$ cat src/rtl/txsec_cfg.svh
`ifndef TXSEC_CFG_SVH
`define TXSEC_CFG_SVH
`define TXSEC_ADDR_BEACON_CTRL 10'h01A
`define TXSEC_ADDR_NORMAL_CTRL 10'h01B
`define TXSEC_ADDR_SLOT1_CTRL 10'h01C
`define TXSEC_ADDR_SLOT2_CTRL 10'h01D
`define TXSEC_ADDR_TX_RESULT 10'h024
`define TXSEC_ADDR_SEC_CTRL_A 10'h02C
`define TXSEC_ADDR_SEC_CTRL_B 10'h02D
`define TXSEC_ADDR_INT_FLAGS 10'h031
`define TXSEC_ADDR_INT_EN 10'h032
`define TXSEC_ADDR_SEC_CTRL_C 10'h037
`define TXSEC_KEY_NORMAL_BASE 10'h280
`define TXSEC_KEY_SLOT1_BASE 10'h290
`define TXSEC_KEY_SLOT2_BASE 10'h2A0
`define TXSEC_KEY_RX_BASE 10'h2B0
`define TXSEC_BIT_GO 0
`define TXSEC_BIT_SECEN 1
`define TXSEC_BIT_ENCRYPT_DISABLE 0
`define TXSEC_BIT_DECRYPT_DISABLE 1
`define TXSEC_RESET_BYTE 8'h00
`define TXSEC_ENGINE_CYCLES 8'h10
`endif

$ cat src/rtl/txsec_pkg.sv
package txsec_pkg;
    typedef enum logic [2:0] {
        TXSEC_SUITE_NONE, TXSEC_SUITE_CTR, TXSEC_SUITE_CCM128, TXSEC_SUITE_CCM64,
        TXSEC_SUITE_CCM32, TXSEC_SUITE_CBC128, TXSEC_SUITE_CBC64, TXSEC_SUITE_CBC32
    } txsec_suite_t;
    typedef enum logic [1:0] {
        TXSEC_FIFO_NORMAL, TXSEC_FIFO_SLOT1, TXSEC_FIFO_SLOT2, TXSEC_FIFO_BEACON
    } txsec_fifo_t;
    typedef enum logic [1:0] {TXSEC_IDLE, TXSEC_CIPHER, TXSEC_SEND} txsec_state_t;
endpackage : txsec_pkg

$ cat src/rtl/txsec_ctrl.sv
`timescale 1ns/1ns
`include "txsec_cfg.svh"
// Summary of operation
// - aes-128 engine control offering seven selectable suites for frames.
// - key store holds four 128-bit keys: three transmit, one receive.
// - normal, slot1, slot2 keys sit at 0x280, 0x290, 0x2a0 ranges.
// - beacon fifo shares the slot2 key range.
// - per-fifo 3-bit suite fields at 0x2c, 0x37 low/high, 0x2d bits 6:4.
// - suite code: none, ctr, ccm 128/64/32, cbc-mac 128/64/32.
// - secure enable plus trigger starts encrypted send; normal at 0x1b.
// - slot1 0x1c, slot2 0x1d, beacon 0x1a, bits 1 and 0.
// - normal done sets flag bit 0; status bit 0 is 1 on failure.
// - normal retry count at 0x24 bits 7:6.
// - channel busy failure sets 0x24 bit 5.
// - slot done sets flag bit 1 or 2; status 1 means success.
// - slot retry counts in bits 7:6 of 0x1c and 0x1d.
// - slot no-time failure sets 0x24 bit 3 or 4.
// - eight flags at 0x31 with enables at same bits of 0x32.
// - 0x2d bit 1 disables decryption, bit 0 disables encryption.
module txsec_ctrl (
    input wire logic clk_i,
    input wire logic sys_rst_i,
    input wire logic reg_wr_i,
    input wire logic reg_rd_i,
    input wire logic [9:0] reg_addr_i,
    input wire logic [7:0] reg_wdata_i,
    output logic [7:0] reg_rdata_o,
    input wire logic tx_done_i,
    input wire logic tx_fail_i,
    input wire logic tx_cca_fail_i,
    input wire logic tx_no_time_i,
    input wire logic [1:0] tx_retries_i,
    input wire logic [3:0] other_flags_set_i,
    output logic tx_start_o,
    output logic [1:0] tx_fifo_o,
    output logic [2:0] tx_suite_o,
    output logic [127:0] tx_key_o,
    output logic tx_encrypt_o,
    output logic decrypt_disable_o,
    output logic int_o
);
    logic [7:0] key_mem [0:63];
    logic [7:0] beacon_ctrl_reg, beacon_ctrl_next;
    logic [7:0] normal_ctrl_reg, normal_ctrl_next;
    logic [7:0] slot1_ctrl_reg, slot1_ctrl_next;
    logic [7:0] slot2_ctrl_reg, slot2_ctrl_next;
    logic [7:0] result_reg, result_next;
    logic [7:0] sec_a_reg, sec_a_next;
    logic [7:0] sec_b_reg, sec_b_next;
    logic [7:0] sec_c_reg, sec_c_next;
    logic [7:0] flags_reg, flags_next;
    logic [7:0] int_en_reg, int_en_next;
    logic [7:0] rdata_reg, rdata_next;
    logic start_reg, start_next;
    logic [1:0] fifo_reg, fifo_next;
    logic [2:0] suite_reg, suite_next;
    logic enc_reg, enc_next;
    logic int_reg, int_next;
    logic [7:0] cnt_reg, cnt_next;
    txsec_pkg::txsec_state_t state_reg, state_next;
    logic [127:0] key_sel;
    logic key_hit;
    logic [5:0] key_idx;
    logic [1:0] sel_fifo;
    logic sel_go;
    logic [2:0] sel_suite;
    logic sel_secen;

    assign key_hit = (reg_addr_i >= `TXSEC_KEY_NORMAL_BASE) && (reg_addr_i <= 10'h2BF);
    assign key_idx = reg_addr_i[5:0];

    // key rows; beacon reuses slot2 row
    always_comb begin
        for (int i = 0; i < 16; i++) begin
            key_sel[8*i +: 8] = key_mem[{fifo_reg == 2'd3 ? 2'd2 : fifo_reg, i[3:0]}];
        end
    end

    always_ff @(posedge clk_i) begin
        if (reg_wr_i && key_hit) begin
            key_mem[key_idx] <= reg_wdata_i;
        end
    end

    // pick next pending trigger, normal first
    always_comb begin
        sel_go = 1'b1;
        sel_fifo = 2'd0;
        sel_suite = sec_a_reg[2:0];
        sel_secen = normal_ctrl_reg[`TXSEC_BIT_SECEN];
        if (normal_ctrl_reg[`TXSEC_BIT_GO]) begin
            sel_fifo = 2'd0;
        end else if (slot1_ctrl_reg[`TXSEC_BIT_GO]) begin
            sel_fifo = 2'd1;
            sel_suite = sec_c_reg[2:0];
            sel_secen = slot1_ctrl_reg[`TXSEC_BIT_SECEN];
        end else if (slot2_ctrl_reg[`TXSEC_BIT_GO]) begin
            sel_fifo = 2'd2;
            sel_suite = sec_c_reg[5:3];
            sel_secen = slot2_ctrl_reg[`TXSEC_BIT_SECEN];
        end else if (beacon_ctrl_reg[`TXSEC_BIT_GO]) begin
            sel_fifo = 2'd3;
            sel_suite = sec_b_reg[6:4];
            sel_secen = beacon_ctrl_reg[`TXSEC_BIT_SECEN];
        end else begin
            sel_go = 1'b0;
        end
    end

    always_comb begin
        beacon_ctrl_next = beacon_ctrl_reg;
        normal_ctrl_next = normal_ctrl_reg;
        slot1_ctrl_next = slot1_ctrl_reg;
        slot2_ctrl_next = slot2_ctrl_reg;
        result_next = result_reg;
        sec_a_next = sec_a_reg;
        sec_b_next = sec_b_reg;
        sec_c_next = sec_c_reg;
        flags_next = flags_reg;
        int_en_next = int_en_reg;
        rdata_next = rdata_reg;
        state_next = state_reg;
        start_next = 1'b0;
        fifo_next = fifo_reg;
        suite_next = suite_reg;
        enc_next = enc_reg;
        cnt_next = cnt_reg;
        if (reg_wr_i) begin
            if (reg_addr_i == `TXSEC_ADDR_BEACON_CTRL) begin
                beacon_ctrl_next = {6'h00, reg_wdata_i[1:0]};
            end else if (reg_addr_i == `TXSEC_ADDR_NORMAL_CTRL) begin
                normal_ctrl_next = reg_wdata_i;
            end else if (reg_addr_i == `TXSEC_ADDR_SLOT1_CTRL) begin
                slot1_ctrl_next = {slot1_ctrl_reg[7:6], reg_wdata_i[5:0]};
            end else if (reg_addr_i == `TXSEC_ADDR_SLOT2_CTRL) begin
                slot2_ctrl_next = {slot2_ctrl_reg[7:6], reg_wdata_i[5:0]};
            end else if (reg_addr_i == `TXSEC_ADDR_SEC_CTRL_A) begin
                sec_a_next = reg_wdata_i;
            end else if (reg_addr_i == `TXSEC_ADDR_SEC_CTRL_B) begin
                sec_b_next = {1'b0, reg_wdata_i[6:4], 2'b00, reg_wdata_i[1:0]};
            end else if (reg_addr_i == `TXSEC_ADDR_SEC_CTRL_C) begin
                sec_c_next = reg_wdata_i;
            end else if (reg_addr_i == `TXSEC_ADDR_INT_EN) begin
                int_en_next = reg_wdata_i;
            end
        end
        // reading the flags clears them; a same-cycle set still lands
        if (reg_rd_i && reg_addr_i == `TXSEC_ADDR_INT_FLAGS) begin
            flags_next = 8'h00;
        end
        flags_next[7:4] = flags_next[7:4] | other_flags_set_i;
        if (reg_rd_i) begin
            if (reg_addr_i == `TXSEC_ADDR_BEACON_CTRL) begin
                rdata_next = beacon_ctrl_reg;
            end else if (reg_addr_i == `TXSEC_ADDR_NORMAL_CTRL) begin
                rdata_next = normal_ctrl_reg;
            end else if (reg_addr_i == `TXSEC_ADDR_SLOT1_CTRL) begin
                rdata_next = slot1_ctrl_reg;
            end else if (reg_addr_i == `TXSEC_ADDR_SLOT2_CTRL) begin
                rdata_next = slot2_ctrl_reg;
            end else if (reg_addr_i == `TXSEC_ADDR_TX_RESULT) begin
                rdata_next = result_reg;
            end else if (reg_addr_i == `TXSEC_ADDR_SEC_CTRL_A) begin
                rdata_next = sec_a_reg;
            end else if (reg_addr_i == `TXSEC_ADDR_SEC_CTRL_B) begin
                rdata_next = sec_b_reg;
            end else if (reg_addr_i == `TXSEC_ADDR_SEC_CTRL_C) begin
                rdata_next = sec_c_reg;
            end else if (reg_addr_i == `TXSEC_ADDR_INT_FLAGS) begin
                rdata_next = flags_reg;
            end else if (reg_addr_i == `TXSEC_ADDR_INT_EN) begin
                rdata_next = int_en_reg;
            end else if (key_hit) begin
                rdata_next = 8'h00;
            end else begin
                rdata_next = 8'h00;
            end
        end
        case (state_reg)
            txsec_pkg::TXSEC_IDLE: begin
                if (sel_go) begin
                    fifo_next = sel_fifo;
                    suite_next = sel_suite;
                    enc_next = sel_secen && (sel_suite != txsec_pkg::TXSEC_SUITE_NONE)
                        && !sec_b_reg[`TXSEC_BIT_ENCRYPT_DISABLE];
                    cnt_next = `TXSEC_ENGINE_CYCLES;
                    state_next = txsec_pkg::TXSEC_CIPHER;
                end
            end
            txsec_pkg::TXSEC_CIPHER: begin
                // engine pass only when encrypting
                if (!enc_reg || cnt_reg == 8'h00) begin
                    start_next = 1'b1;
                    state_next = txsec_pkg::TXSEC_SEND;
                end else begin
                    cnt_next = cnt_reg - 8'h01;
                end
            end
            default: begin
                if (tx_done_i) begin
                    state_next = txsec_pkg::TXSEC_IDLE;
                    case (fifo_reg)
                        2'd0: begin
                            normal_ctrl_next[`TXSEC_BIT_GO] = 1'b0;
                            flags_next[0] = 1'b1;
                            result_next[0] = tx_fail_i;
                            result_next[7:6] = tx_retries_i;
                        end
                        2'd1: begin
                            slot1_ctrl_next[`TXSEC_BIT_GO] = 1'b0;
                            slot1_ctrl_next[7:6] = tx_retries_i;
                            flags_next[1] = 1'b1;
                            result_next[1] = !tx_fail_i;
                            result_next[3] = tx_no_time_i;
                        end
                        2'd2: begin
                            slot2_ctrl_next[`TXSEC_BIT_GO] = 1'b0;
                            slot2_ctrl_next[7:6] = tx_retries_i;
                            flags_next[2] = 1'b1;
                            result_next[2] = !tx_fail_i;
                            result_next[4] = tx_no_time_i;
                        end
                        default: begin
                            beacon_ctrl_next[`TXSEC_BIT_GO] = 1'b0;
                        end
                    endcase
                    result_next[5] = tx_fail_i && tx_cca_fail_i;
                end
            end
        endcase
        int_next = |(flags_next & int_en_next);
    end

    always_ff @(posedge clk_i or posedge sys_rst_i) begin
        if (sys_rst_i) begin
            beacon_ctrl_reg <= `TXSEC_RESET_BYTE;
            normal_ctrl_reg <= `TXSEC_RESET_BYTE;
            slot1_ctrl_reg <= `TXSEC_RESET_BYTE;
            slot2_ctrl_reg <= `TXSEC_RESET_BYTE;
            result_reg <= `TXSEC_RESET_BYTE;
            sec_a_reg <= `TXSEC_RESET_BYTE;
            sec_b_reg <= `TXSEC_RESET_BYTE;
            sec_c_reg <= `TXSEC_RESET_BYTE;
            flags_reg <= `TXSEC_RESET_BYTE;
            int_en_reg <= `TXSEC_RESET_BYTE;
            rdata_reg <= `TXSEC_RESET_BYTE;
            state_reg <= txsec_pkg::TXSEC_IDLE;
            start_reg <= 1'b0;
            fifo_reg <= 2'd0;
            suite_reg <= 3'd0;
            enc_reg <= 1'b0;
            int_reg <= 1'b0;
            cnt_reg <= 8'h00;
        end else begin
            beacon_ctrl_reg <= beacon_ctrl_next;
            normal_ctrl_reg <= normal_ctrl_next;
            slot1_ctrl_reg <= slot1_ctrl_next;
            slot2_ctrl_reg <= slot2_ctrl_next;
            result_reg <= result_next;
            sec_a_reg <= sec_a_next;
            sec_b_reg <= sec_b_next;
            sec_c_reg <= sec_c_next;
            flags_reg <= flags_next;
            int_en_reg <= int_en_next;
            rdata_reg <= rdata_next;
            state_reg <= state_next;
            start_reg <= start_next;
            fifo_reg <= fifo_next;
            suite_reg <= suite_next;
            enc_reg <= enc_next;
            int_reg <= int_next;
            cnt_reg <= cnt_next;
        end
    end

    logic [127:0] key_out_reg;
    always_ff @(posedge clk_i) begin
        key_out_reg <= key_sel;
    end

    assign reg_rdata_o = rdata_reg;
    assign tx_start_o = start_reg;
    assign tx_fifo_o = fifo_reg;
    assign tx_suite_o = suite_reg;
    assign tx_key_o = key_out_reg;
    assign tx_encrypt_o = enc_reg;
    assign decrypt_disable_o = sec_b_reg[`TXSEC_BIT_DECRYPT_DISABLE];
    assign int_o = int_reg;

    property p_clear_send;
        @(posedge clk_i) disable iff (sys_rst_i)
        (tx_start_o && tx_suite_o == 3'b000) |-> !tx_encrypt_o;
    endproperty
    a_clear_send: assert property (p_clear_send) else $error("suite none encrypted");

    property p_normal_done;
        @(posedge clk_i) disable iff (sys_rst_i)
        (state_reg == txsec_pkg::TXSEC_SEND && tx_done_i && fifo_reg == 2'd0)
            |=> flags_reg[0] && result_reg[0] == $past(tx_fail_i);
    endproperty
    a_normal_done: assert property (p_normal_done) else $error("normal done wrong");

    property p_slot1_done;
        @(posedge clk_i) disable iff (sys_rst_i)
        (state_reg == txsec_pkg::TXSEC_SEND && tx_done_i && fifo_reg == 2'd1)
            |=> flags_reg[1] && result_reg[1] != $past(tx_fail_i)
            && slot1_ctrl_reg[7:6] == $past(tx_retries_i);
    endproperty
    a_slot1_done: assert property (p_slot1_done) else $error("slot1 done wrong");

    property p_slot2_done;
        @(posedge clk_i) disable iff (sys_rst_i)
        (state_reg == txsec_pkg::TXSEC_SEND && tx_done_i && fifo_reg == 2'd2)
            |=> flags_reg[2] && result_reg[2] != $past(tx_fail_i)
            && result_reg[4] == $past(tx_no_time_i);
    endproperty
    a_slot2_done: assert property (p_slot2_done) else $error("slot2 done wrong");

    property p_normal_first;
        @(posedge clk_i) disable iff (sys_rst_i)
        (state_reg == txsec_pkg::TXSEC_IDLE && normal_ctrl_reg[`TXSEC_BIT_GO])
            |=> state_reg == txsec_pkg::TXSEC_CIPHER && fifo_reg == 2'd0;
    endproperty
    a_normal_first: assert property (p_normal_first) else $error("normal fifo not taken");

    property p_int_mask;
        @(posedge clk_i) disable iff (sys_rst_i)
        ##1 int_o == |(flags_reg & int_en_reg);
    endproperty
    a_int_mask: assert property (p_int_mask) else $error("interrupt mask mismatch");
endmodule : txsec_ctrl

$ cat config.mk
export PLATFORM = sky130hd
export DESIGN_NAME = txsec_ctrl
export DESIGN_NICKNAME = d
export VERILOG_FILES = /design/src/rtl/txsec_pkg.sv /design/src/rtl/txsec_ctrl.sv
export VERILOG_INCLUDE_DIRS = /design/src /design/src/rtl
export SDC_FILE = /design/constraint.sdc
export NUM_CORES = 1
export LEC_CHECK = 0
export BUFFER_PORTS_ARGS = -buffer_cell sky130_fd_sc_hd__buf_4
export CORE_MARGIN = 2
export CORE_UTILIZATION = 50
export CTS_BUF_LIST = sky130_fd_sc_hd__clkbuf_8
export CTS_CLUSTER_DIAMETER = 100
export DETAILED_ROUTE_END_ITERATION = 7
export PLACE_DENSITY = 0.68
export SETUP_SLACK_MARGIN = 0.1
export SYNTH_ARGS = -nofsm -noshare
export SYNTH_HDL_FRONTEND = slang
export SYNTH_SLANG_ARGS = --single-unit
export TNS_END_PERCENT = 20
$ cat constraint.sdc
create_clock -name clk_i -period 6.4 [get_ports clk_i]
set_clock_uncertainty 0.05 [all_clocks]
set_input_delay 0 -clock clk_i [delete_from_list [all_inputs] [get_ports clk_i]]
set_output_delay 0 -clock clk_i [all_outputs]
set_load 0.005 [all_outputs]
-- Word level (Yosys, flattened, before mapping)
Memories as Yosys holds them, arrays and structs flattened. A register that Yosys moved wholly into a read port is not among the register bits.
Index checks and enable logic that the tools add are counted.
- flip-flop bits (word level): 97
- bits in latches: 0
- RAM bits: 512
- memory bits (read-only): 0
- logic and storage cells: 173
- memories: 1
- memory list (name ; words ; bits a word ; read ports ; clocked after Yosys merged registers in ; wr ports ; RTL line ; RTL):
    key_mem ; 64 ; 8 ; 16 ; 16 ; 1 ; txsec_ctrl.sv:42 ; logic [7:0] key_mem [0:63];
- add/sub/neg operators: 1
- multipliers: 0
- divide/modulo/power cells: 0
- order comparisons: 2
- equal/unequal tests: 17
- shift-type cells: 0
- muxes and demuxes: 85
- bitwise operators: 9
- reduce and logical (&&, ||, !) cells: 33
- operator list (cell ; number):
    8-bit two-way mux ; 22
    10-bit by 6-bit equality test with 1-bit output, second input constant ; 6
    1-bit two-way mux ; 41
    10-bit by 5-bit equality test with 1-bit output, second input constant ; 4
    2-bit two-way mux ; 14
    3-bit two-way mux ; 6
    3-bit AND reduction ; 6
    8-bit case mux with 2 select lines ; 1
    10-bit greater-or-equal comparator, second input constant ; 1
    10-bit less-or-equal comparator, second input constant ; 1
    8-bit bitwise AND ; 1
    8-bit logical NOT ; 1
    8-bit AND reduction ; 1
    8-bit OR reduction ; 1
    8-bit by 1-bit subtractor with 8-bit output, second input constant ; 1
    1-bit NOT ; 7
    7-bit AND reduction ; 1
    1-bit logical AND ; 6
    2-bit inequality test, second input constant ; 3
    2-bit AND reduction ; 3
    6-bit AND reduction ; 1
    3-bit nonzero test ; 2
    5-bit AND reduction ; 1
    2-bit by 1-bit equality test with 1-bit output, second input constant ; 2
    10 further kinds ; 14

-- Longest topological paths before layout
Gate-level depths: netlist of the first run.
- depth in word-level cells: 12
- gate-level depth with buffers: 7
- mapped depth without buffers: 6

-- Least setup slack after synthesis of the first run
No wires, ideal clock.
- path kind: register to register
- from: register cnt_reg[3]
- to: register cnt_reg[4]
- setup time: 0.131 ns
- arrival: 1.777 ns
- required time: 6.219 ns
- setup slack: 4.442 ns
- stages on the path, launching flop included: 7
- buffers on the path: 1
- clock period less this slack: 1.958 ns
- cell sequence: dfrtp_1 > clkbuf_1 > nor4_1 > a311oi_2 > o21ai_1 > nor4_1 > or3_1
- word-level cells in the longest chain between the ends: 4
- elaborated cells on any way between the ends: 7
- those cells by class: add/sub: 1; eq/ne: 1; mux: 2; reduce/logical: 3
- RTL lines (what ; RTL line ; RTL):
    from (decl) ; txsec_ctrl.sv:59 ; logic [7:0] cnt_reg, cnt_next;
    from (signal assigned) ; txsec_ctrl.sv:272 ; cnt_reg <= cnt_next;
    branches (longest 4 deep; another with 8-bit by 1-bit subtractor with 8-bit output) ; -- ;
Several ways; the timed one is not identified. The select of a mux whose other input is x is not followed.
A chain may end at the register's enable or synchronous reset.

-- Worst setup path after layout of the first run
- from: register fifo_reg[0] (netlist: tx_fifo_o[0])
- to: register key_out_reg[93] (netlist: tx_key_o[93]), read port of key_mem
- word-level cells in the longest chain between the ends: 2
- RTL lines (what ; RTL line ; RTL):
    from (decl) ; txsec_ctrl.sv:55 ; logic [1:0] fifo_reg, fifo_next;
    from (signal assigned) ; txsec_ctrl.sv:268 ; fifo_reg <= fifo_next;
    2-bit equality test ; txsec_ctrl.sv:75 ; key_sel[8*i +: 8] = key_mem[{fifo_reg == 2'd3 ? 2'd2 : fifo_reg, i[3:0]}];
    2-bit two-way mux * ; txsec_ctrl.sv:75 ;
    to (decl) ; txsec_ctrl.sv:276 ; logic [127:0] key_out_reg;
Mark *: on every way between the ends. The rest lies on a longest branch, timed or not.

==> run_results.csv, run 1 <==
group,metric,value,unit
finish,fin_nets,1771,
clock_network,clock_latency,0.65,ns
sta,hold-worst-slack,0.0698,ns
worst_setup_path,cp_max_fo,57,
finish,regMostFlops,"key_mem",
clock_network,clkTransAtPathRegs,0.06,ns
placement,dpl.cell_count,2185,
grt,grt_max_degree,125,
route,wl_per_cell,20.4,um
worst_setup_path,slowest_stage,"buf_4",
clock_network,cts_tree,"yes",
route,initialDrtViolationCount,1064,
sta,period_minus_slack,3.18,ns
pwr,power.density,356,nW/um^2
worst_setup_path,cp-start-kind,"flip-flop",
route,via_count,12900,
placement,gp_congestion,0.912,
sta,min_period_over_period,49.7,%
worst_setup_path,worst_setup_path_end_kind,"flip-flop",
grt,overflow,0,
worst_setup_path,arrival,3.60,ns
finish,stdcell_count,2402,
worst_setup_path,crit_type,"flip-flop to flip-flop",
route,drt-pass1-iter-count,5,
floorplanning,row_count,76,
pwr,switchingPower,2350,uW
placement,dp_hpwl,29300,um
clock_network,cts_sinks,609,
clock_network,htree_levels,3,
sta,max_freq,315,MHz
yosys,yosys_warnings,0,
worst_setup_path,timing.rr.end,"tx_key_o[93]",
pwr,intPower,7000,uW
pwr,power_frac_seq,51.1,%
floorplanning,core_area,43300,sq um
finish,drive_gt1_share,22.3,%
finish,largest_reg_flops,384,
min_path,hold_class,"primary input to flip-flop",
floorplanning,fp.dieW,214,um
pwr,clock_power_share,36.1,%
yosys,syn_inst,1487,
yosys,synth_area_leaders,"edfxtp_1 (52%), dfxtp_1 (12%), dfrtp_1 (11%)",
floorplanning,die_h,214,um
worst_setup_path,rr_startpoint,"tx_fifo_o[0]",
worst_setup_path,critical_path.startpoint,"tx_fifo_o[0]",
placement,io_buffers,176,
pwr,p_comb_share,12.8,%
pwr,leakagePower,0.00967,uW
sta,finalHoldViolCount,0,
worst_setup_path,reg2reg_depth,4,
yosys,yosysTopAreaCell,"edfxtp_1",
worst_setup_path,path_cells,"buf_4 > buf_4 > mux2i_1 > o21ai_0",
worst_setup_path,rrSetupSlack,3.22,ns
yosys,syn_nets,1521,
route,drc,0,
grt,grt_pass1_vias,12800,
grt,track_usage,21.6,%
sta,relSlewSlack,13.4,%
yosys,yosysSeqAreaShare,75.1,%
yosys,synth_top_area_share,52.4,%
sta,rsz0062_at_grt,"no",
floorplanning,dieArea,45700,sq um
grt,grt_pass1_wl,73500,um
pwr,irDropWorstVdd,0.229,mV
status,status,"complete, no violations",
clock_network,cts_root_buf,"clkbuf_8",
worst_setup_path,cpPeakStageDelay,0.91,ns
yosys,avgSynthCellArea,14.8,sq um
finish,area_delta_synth_final,19.4,%
sta,maxSlewViolCount,0,
worst_setup_path,crit_required,6.82,ns
yosys,async_reset_ff_share,15.9,%
grt,antenna_found_initial,0,
worst_setup_path,endpoint,"tx_key_o[93]",
yosys,synth_edf_count,384,
sta,worst_slew_pin_slew,1.30,ns
yosys,ys.flop_type,"edfxtp_1",
finish,antenna_cells,0,
route,viasPerCell,5.37,
route,wl,49000,um
yosys,post-synth-top-count-cell,"edfxtp_1",
clock_network,cts_setup_buffers,0,
clock_network,cts_buffers,94,
sta,finalSetupViolCount,0,
sta,tns,0,ns
worst_setup_path,crit_top_cell,"buf_4",
run,max_cap_viol_count,0,
floorplanning,io_pins,177,
floorplanning,initial_utilization,50.8,%
route,ant_nets,0,
clock_network,clockBufferDepth,3,
yosys,ys_ff_latch,609,
pwr,switching_share,25.1,%
yosys,synth_common_cells,"edfxtp_1 (384), nand2_1 (184), o21ai_0 (160)",
yosys,syn-cell-area,22000,sq um
yosys,synth.distinct_cells,67,
-- cell type report --
cell class / instances / area (sq um)
clock buffer: 118 / 1620
clock inverter: 58 / 400
fill: 3282 / 17000
inverter: 21 / 80.1
multi-input combinational: 786 / 5110
sequential: 609 / 16500
tap: 585 / 732
timing repair buffer: 225 / 1790
-- metrics by stage --
stage          cell area [sq um]  setup WS (ns)  util [%]  power, uW
5_1_grt                    26300           2.94      60.7       9760
3_3_place_gp               23800           3.30      55.1       6060
2_1_floorplan              22000           3.82         -       5280
6_report                   26300           3.22      60.7       9350
4_1_cts                    26300           3.21      60.7       9450
3_5_place_dp               23800           3.21      55.1       6070
-- kinds of logic (layout without fill, tap and decap cells) --
logic type	count (synthesis)	count (layout)	share of synthesized area [%]
flip-flops	609	609	75.1
AND/OR/NAND/NOR	341	341	7.31
AO/OA/AOI/OAI	248	248	6.65
multiplexers	191	191	9.01
buffers and inverters	92	422	1.64
XOR/XNOR	4	4	0.159
adder cells (fa/ha/maj)	2	2	0.114
-- critical path: cells and delay by family (launching register included) --
kind | cells | cell delay [ns]
muxes | 1 | 0.27
DFF | 1 | 0.87
AOI/OAI and AO/OA | 1 | 0.11
buffers and inverters | 2 | 1.64
-- what timing repair did --
item / CTS / global route
endpoints found under the hold margin: 500 / 0
gates resized for setup: 0 / 0
hold buffers: 41 / 0
-- worst min-delay path by stage --
stage / to / slack [ns] / startpoint / cells after the start
after detailed placement: tx_suite_o[0] / 0.07 / sys_rst_i / 2
after floorplan: result_reg[1] / 0.04 / tx_fail_i / 1
after global placement: tx_start_o / 0.06 / sys_rst_i / 2
after global routing: slot1_ctrl_reg[4] / 0.05 / reg_addr_i[0] / 3
after CTS: slot1_ctrl_reg[1] / 0.004 / reg_addr_i[0] / 3
final: slot1_ctrl_reg[0] / 0.07 / reg_addr_i[0] / 4
-- power groups by stage --
stage / Clock (uW) / Sequential [uW] / Combinational, uW
2_1_floorplan: 0 / 4770 / 518
3_3_place_gp: 0 / 4870 / 1190
3_5_place_dp: 0 / 4870 / 1210
4_1_cts: 3430 / 4790 / 1230
5_1_grt: 3610 / 4820 / 1330
6_report: 3370 / 4780 / 1200
-- layout by cell type (no fill, tap or decap), drive strengths merged, types with 6 or more instances in the layout --
cell type and instances:
a21oi 19, mux2i 138, nand2 185, a22oi 8, clkbuf 118, nor4 9, nor2b 8, dfrtp 97
nor2 71, nand4 11, nor3b 9, mux2 53, clkinv 19, edfxtp 384, a31oi 6, o221ai 6
nand3 12, inv 55, o21ai 164, buf 184, and2 6, dfxtp 128, dlygate4sd3 41
-- routing by layer --
layer  wire length [um]  up-vias  part of all wire (%)  GRT usage [%]
met4               1240        0                   2.5           7.78
li1                   -     5990                     -              -
met5                  0        -                     0              0
met2              23400      419                    48           34.5
met1              21300     6407                    43           29.3
met3               3180       81                   6.5           4.61
Power figures use the tool's default switching activity.
==> inputs of run 2 (changes only) <==
--- a/config.mk
+++ b/config.mk
@@ -6,13 +6,14 @@
 export SDC_FILE = /design/constraint.sdc
 export NUM_CORES = 1
 export LEC_CHECK = 0
+export ABC_AREA = 1
 export BUFFER_PORTS_ARGS = -buffer_cell sky130_fd_sc_hd__buf_4
 export CORE_MARGIN = 2
 export CORE_UTILIZATION = 50
 export CTS_BUF_LIST = sky130_fd_sc_hd__clkbuf_8
 export CTS_CLUSTER_DIAMETER = 100
 export DETAILED_ROUTE_END_ITERATION = 7
-export PLACE_DENSITY = 0.68
+export PLACE_DENSITY = 0.69
 export SETUP_SLACK_MARGIN = 0.1
 export SYNTH_ARGS = -nofsm -noshare
 export SYNTH_HDL_FRONTEND = slang
==> constraint.sdc (replaced) <==
create_clock -name clk_i -period 3.2 [get_ports clk_i]
set_clock_uncertainty 0.05 [all_clocks]
set_input_delay 0 -clock clk_i [delete_from_list [all_inputs] [get_ports clk_i]]
set_output_delay 0 -clock clk_i [all_outputs]
set_load 0.005 [all_outputs]
==> run_results.csv, run 2 <==
group,metric,value,unit
status,status,"complete, no violations",
yosys,synth.distinct_cells,47,
finish,drive_gt1_share,17.7,%
grt,track_usage,22.5,%
grt,overflow,0,
yosys,ys.flop_type,"edfxtp_1",
route,wl_met1,20300,um
clock_network,cts_hold_buf,36,
run,max_cap_viol_count,0,
clock_network,clock_latency,0.65,ns
pwr,irDropWorstVdd,0.728,mV
sta,period_minus_slack,2.82,ns
floorplanning,die_h,211,um
floorplanning,io_pins,177,
grt,grt_pass1_vias,13300,
finish,area_delta_synth_final,19.0,%
worst_setup_path,cp-start-kind,"primary input",
sta,worst_slew_pin_slew,0.778,ns
sta,maxSlewViolCount,0,
yosys,synth_area_leaders,"edfxtp_1 (54%), dfxtp_1 (12%), dfrtp_1 (11%)",
sta,max_freq,355,MHz
clock_network,cts_resized,0,
grt,grt_max_degree,131,
worst_setup_path,arrival,3.29,ns
min_path,min_from,"reg_addr_i[5]",
route,wl_met2,23800,um
yosys,synth_edf_count,384,
clock_network,cts_sinks,609,
min_path,min_to,"reg_rdata_o[4]",
worst_setup_path,rr_startpoint,"tx_fifo_o[1]",
pwr,power.density,792,nW/um^2
sta,finalSetupViolCount,0,
route,via_count,13600,
pwr,leakagePower,0.0103,uW
sta,finalHoldViolCount,0,
pwr,switching_share,28.5,%
clock_network,cts_setup_buffers,0,
finish,stdcell_area,25600,sq um
placement,gp_congestion,0.892,
yosys,yosysSeqAreaShare,76.9,%
worst_setup_path,cp_max_fo,9,
pwr,switchingPower,5780,uW
worst_setup_path,cpPeakStageDelay,0.60,ns
route,drt-pass1-iter-count,5,
worst_setup_path,critical_path.startpoint,"reg_addr_i[0]",
worst_setup_path,reg2reg_depth,7,
finish,final_cell_mix,"nand2_1 (433), edfxtp_1 (384), buf_4 (182), inv_1 (152), dfxtp_1 (128)",
floorplanning,dieArea,44700,sq um
finish,layout_commonest_cell,"nand2_1",
worst_setup_path,worst_setup_path_end_kind,"flip-flop",
yosys,post-synth-top-count-cell,"nand2_1",
route,initialDrtViolationCount,1271,
sta,tns,0,ns
worst_setup_path,timing.rr.end,"result_reg[6]",
finish,final.fill_count,3294,
pwr,power_frac_seq,49.1,%
yosys,syn_nets,1717,
floorplanning,core_area,42200,sq um
min_path,hold_class,"primary input to flip-flop",
finish,fin_nets,1979,
yosys,yosys_warnings,0,
clock_network,cts_root_buf,"clkbuf_8",
min_path,hold_depth,7,
route,viasPerCell,5.29,
sta,rsz0062_at_grt,"no",
yosys,syn_inst,1683,
clock_network,cts_tree,"yes",
clock_network,htree_levels,3,
yosys,async_reset_ff_share,15.9,%
floorplanning,fp.dieW,211,um
sta,relSlewSlack,48.1,%
placement,place_area,23400,sq um
clock_network,clkTransAtPathRegs,0.06,ns
route,met3_length,4090,um
yosys,synth_top_area_share,53.6,%
pwr,clock_power_share,30.0,%
finish,largest_reg_flops,384,
route,ant_nets,0,
clock_network,clockBufferDepth,3,
route,drc,0,
grt,grt_pass1_wl,75400,um
sta,min_period_over_period,88.0,%
pwr,p_comb_share,20.9,%
worst_setup_path,rrSetupSlack,0.45,ns
placement,io_buffers,176,
placement,dp_hpwl,30000,um
pwr,intPower,14500,uW
worst_setup_path,crit_required,3.67,ns
route,highest_layer,"met4",
clock_network,cts_buffers,93,
floorplanning,initial_utilization,50.9,%
yosys,yosysTopAreaCell,"edfxtp_1",
route,wl,49600,um
worst_setup_path,path_cells,"dlygate4sd3_1 > buf_4 > inv_2 > nand2_2 > nor2_1 > nand3_1 > dlygate4sd3_1 > nor2_2 > nor2_1 > o21ai_0 > nand3_1 > nand3_1 > dlygate4sd3_1 > a21oi_1",
route,wl_per_cell,19.4,um
yosys,syn-cell-area,21500,sq um
yosys,avgSynthCellArea,12.8,sq um
grt,antenna_found_initial,1,
worst_setup_path,slowest_stage,"dlygate4sd3_1",
floorplanning,row_count,75,
finish,regMostFlops,"key_mem",
yosys,synth_common_cells,"nand2_1 (433), edfxtp_1 (384), dfxtp_1 (128)",
yosys,ys_ff_latch,609,
worst_setup_path,crit_type,"primary input to flip-flop",
==> run 2: cell count changes in the layout (fill, tap and decap cells not counted), moves of 25 or more <==
cell | previous run | this run
nand2_1 | 184 | 433
mux2i_1 | 138 | 1
inv_1 | 51 | 152
a22oi_1 | 8 | 104
o21ai_0 | 160 | 68
mux2_2 | 52 | 0
nand3_1 | 12 | 63
nor2_1 | 71 | 96
==> run 2: cell type report <==
| class | count | area [sq um] | share of cell area (%) |
|---|---|---|---|
| clock buffers | 110 | 1510 | 5.92 |
| repair buffers | 220 | 1770 | 6.91 |
| inverters | 125 | 474 | 1.85 |
| multi-input cells | 896 | 4300 | 16.8 |
| well taps | 539 | 674 | 2.64 |
| flip-flops and latches | 609 | 16500 | 64.6 |
| diodes | 1 | 2.50 | 0.00978 |
| clock inverters | 64 | 319 | 1.25 |
==> run 2: power by group through the flow <==
stage               Clock, uW  Combinational, uW  Sequential (uW)
global route             6570               4700            10000
detailed placement          0               4230            10100
floorplan                   0               1930             9990
global placement            0               4180            10100
finish                   6090               4230             9940
CTS                      6200               4280             9960
==> run 2: logic make-up (layout without fill, tap and decap cells) <==
family | Yosys count | after routing | share of synthesized area (%)
other | 0 | 1 | 0
xor gates and xnor gates | 1 | 1 | 0.0408
muxes | 1 | 1 | 0.0466
buffers and inverters | 178 | 519 | 3.21
AOI/OAI and AO/OA | 242 | 242 | 7.14
adders and majority gates | 2 | 2 | 0.116
DFF | 609 | 609 | 76.9
and+or+nand+nor | 650 | 650 | 12.6
==> run 2: how the worst max path moves through the flow <==
stage               slack, ns                  to  depth (start not counted)
finish                   0.38      reg_rdata_o[5]                         14
global route             0.26      reg_rdata_o[5]                         14
CTS                      0.50      reg_rdata_o[5]                         14
detailed placement       0.77      key_mem[21][7]                          5
global placement         0.81      key_mem[30][1]                          5
floorplan                0.62  beacon_ctrl_reg[0]                          1
==> run 2: worst max-delay path: cells and delay by family <==
family | cells | cell delay [ns]
AO/OA/AOI/OAI | 2 | 0.18
AND/OR/NAND/NOR | 7 | 1.05
buffers and inverters | 5 | 2.06
==> run 2: per-stage QoR <==
stage                     instances  setup slack (ns)  hold WS [ns]  power (uW)  util (%)
after floorplan                1683             0.616        0.0489       11900         -
after global placement         2353             0.807         0.116       14300      55.4
after detailed placement       2353             0.767         0.123       14400      55.4
after CTS                      2563             0.501      0.000805       20500      60.6
after global routing           2564             0.264        0.0665       21300      60.6
final                          2564             0.384        0.0387       20300      60.6
==> run 2: layer usage <==
layer  vias up  global-route usage, %
li1       6378                      -
met1      6490                   30.3
met2       602                   36.5
met3        98                   4.88
met4         0                   8.06
met5         -                      0
==> inputs of run 3 (changes only) <==
--- a/config.mk
+++ b/config.mk
@@ -13,7 +13,7 @@
 export CTS_BUF_LIST = sky130_fd_sc_hd__clkbuf_8
 export CTS_CLUSTER_DIAMETER = 100
 export DETAILED_ROUTE_END_ITERATION = 7
-export PLACE_DENSITY = 0.69
+export PLACE_DENSITY = 0.7
 export SETUP_SLACK_MARGIN = 0.1
 export SYNTH_ARGS = -nofsm -noshare
 export SYNTH_HDL_FRONTEND = slang
==> run_results.csv, run 3 (synthesis gave the netlist of run 2 again) <==
group,metric,value,unit
floorplanning,core_area,42200,sq um
grt,grt_pass1_wl,75300,um
grt,track_usage,22.6,%
run,max_cap_viol_count,0,
clock_network,cts_buffers,92,
worst_setup_path,worst_setup_path_end_kind,"flip-flop",
route,via_count,13700,
grt,grt_max_degree,131,
placement,gp_congestion,0.877,
sta,finalSetupViolCount,0,
clock_network,clkTransAtPathRegs,0.06,ns
sta,min_period_over_period,94.7,%
finish,layout_commonest_cell,"nand2_1",
clock_network,cts_root_buf,"clkbuf_8",
worst_setup_path,reg2reg_depth,7,
worst_setup_path,crit_required,3.75,ns
finish,multi_input_area,4310,sq um
pwr,intPower,14600,uW
finish,area_delta_synth_final,19.4,%
finish,fin_util,60.8,%
finish,regMostFlops,"key_mem",
clock_network,htree_levels,3,
clock_network,cts_resized,0,
finish,final.fill_count,3288,
min_path,hold_class,"primary input to flip-flop",
placement,dpl.cell_count,2352,
pwr,irDropWorstVdd,0.800,mV
finish,stdcell_area,25700,sq um
min_path,min_from,"reg_addr_i[9]",
floorplanning,die_h,211,um
finish,stdcell_count,2571,
pwr,switchingPower,5940,uW
finish,largest_reg_flops,384,
worst_setup_path,arrival,3.58,ns
clock_network,clock_latency,0.66,ns
sta,max_freq,330,MHz
sta,period_minus_slack,3.03,ns
sta,rsz0062_at_grt,"no",
worst_setup_path,crit_type,"flip-flop to flip-flop",
clock_network,cts_setup_buffers,0,
sta,hold-worst-slack,0.0373,ns
pwr,leakagePower,0.0103,uW
worst_setup_path,rr_startpoint,"tx_fifo_o[1]",
floorplanning,io_pins,177,
min_path,hold_depth,9,
status,status,"complete, no violations",
grt,antenna_found_initial,2,
route,wl_per_cell,19.6,um
route,initialDrtViolationCount,1489,
sta,worst_slew_pin_slew,0.777,ns
sta,tns,0,ns
sta,maxSlewViolCount,0,
placement,io_buffers,176,
floorplanning,dieArea,44700,sq um
clock_network,cts_sinks,609,
route,viasPerCell,5.32,
worst_setup_path,cp-start-kind,"flip-flop",
worst_setup_path,critical_path.startpoint,"tx_fifo_o[1]",
grt,overflow,0,
pwr,clock_power_share,30.2,%
pwr,switching_share,28.9,%
pwr,power_frac_seq,48.4,%
clock_network,clockBufferDepth,3,
route,ant_nets,0,
pwr,p_comb_share,21.5,%
floorplanning,fp.dieW,211,um
route,wl,50400,um
pwr,power.density,800,nW/um^2
finish,fin_nets,1985,
grt,grt_pass1_vias,13500,
sta,finalHoldViolCount,0,
clock_network,cts_tree,"yes",
worst_setup_path,cp_max_fo,16,
finish,regArea,16500,sq um
sta,relSlewSlack,48.0,%
placement,dp_hpwl,30800,um
placement,place_area,23400,sq um
floorplanning,row_count,75,
route,drt-pass1-iter-count,5,
finish,final_cell_mix,"nand2_1 (433), edfxtp_1 (384), buf_4 (180), inv_1 (148), dfxtp_1 (128)",
finish,drive_gt1_share,17.7,%
floorplanning,initial_utilization,50.9,%
route,drc,0,
run 3: cell types whose count changed in the layout (fill, tap and decap cells not counted), moves of 2 or more:
cell	change
buf_4	-2
bufinv_16	+2
clkbuf_8	-4
clkinv_1	+3
clkinv_8	-2
clkinvlp_4	+3
dlygate4sd3_1	+7
inv_1	-4
run 3: cell type report:
| type | count | share of cell area [%] |
|---|---|---|
| inverter | 125 | 1.85 |
| sequential | 609 | 64.4 |
| timing repair buffer | 226 | 7.17 |
| antenna | 1 | 0.00975 |
| tap | 539 | 2.63 |
| clock buffer | 106 | 5.68 |
| clock inverter | 68 | 1.50 |
| multi-input combinational | 897 | 16.8 |
run 3: path summary, 6_finish.rpt:
kind,to,slack [ns]
worst min-delay path,flags_reg[2],0.04
worst max register to register,result_reg[6],0.17
max in group asynchronous,flags_reg[5],1.86
worst min register to register,tx_key_o[26],0.39
min in group asynchronous,reg_rdata_o[6],0.52
worst max-delay path,result_reg[6],0.17
run 3: worst max-delay path: stages, from the launching register on:
cell,delay (ns)
dfrtp_4,0.60
nor2_4,0.44
inv_1,0.16
nor2_1,0.37
nand2_1,0.10
dlygate4sd3_1,0.58
o21ai_0,0.09
dlygate4sd3_1,0.58
run 3: power groups by stage:
stage                     registers (uW)  logic (uW)  clock network [uW]
final                               9930        4410                6190
after global routing               10000        4830                6640
after detailed placement           10100        4360                   0
after floorplan                     9990        1930                   0
after CTS                           9920        4440                6290
after global placement             10100        4290                   0
run 3: stage by stage:
stage | total power, uW | setup slack [ns]
after detailed placement | 14400 | 0.695
after global placement | 14400 | 0.708
after global routing | 21500 | 0.105
final | 20500 | 0.169
after CTS | 20700 | 0.165
after floorplan | 11900 | 0.616
run 3: layer usage:
layer | vias up | share of wire [%] | GRT usage (%)
met3 | 103 | 8.2 | 4.60
met1 | 6577 | 41 | 30.2
met4 | 0 | 3.0 | 9.32
li1 | 6380 | - | -
met2 | 620 | 48 | 36.5
met5 | - | 0 | 0
run 3: what timing repair did:
item	in CTS	in global routing
hold endpoints to repair	559	0
endpoints found under the setup margin	0	1
hold buffers	43	0
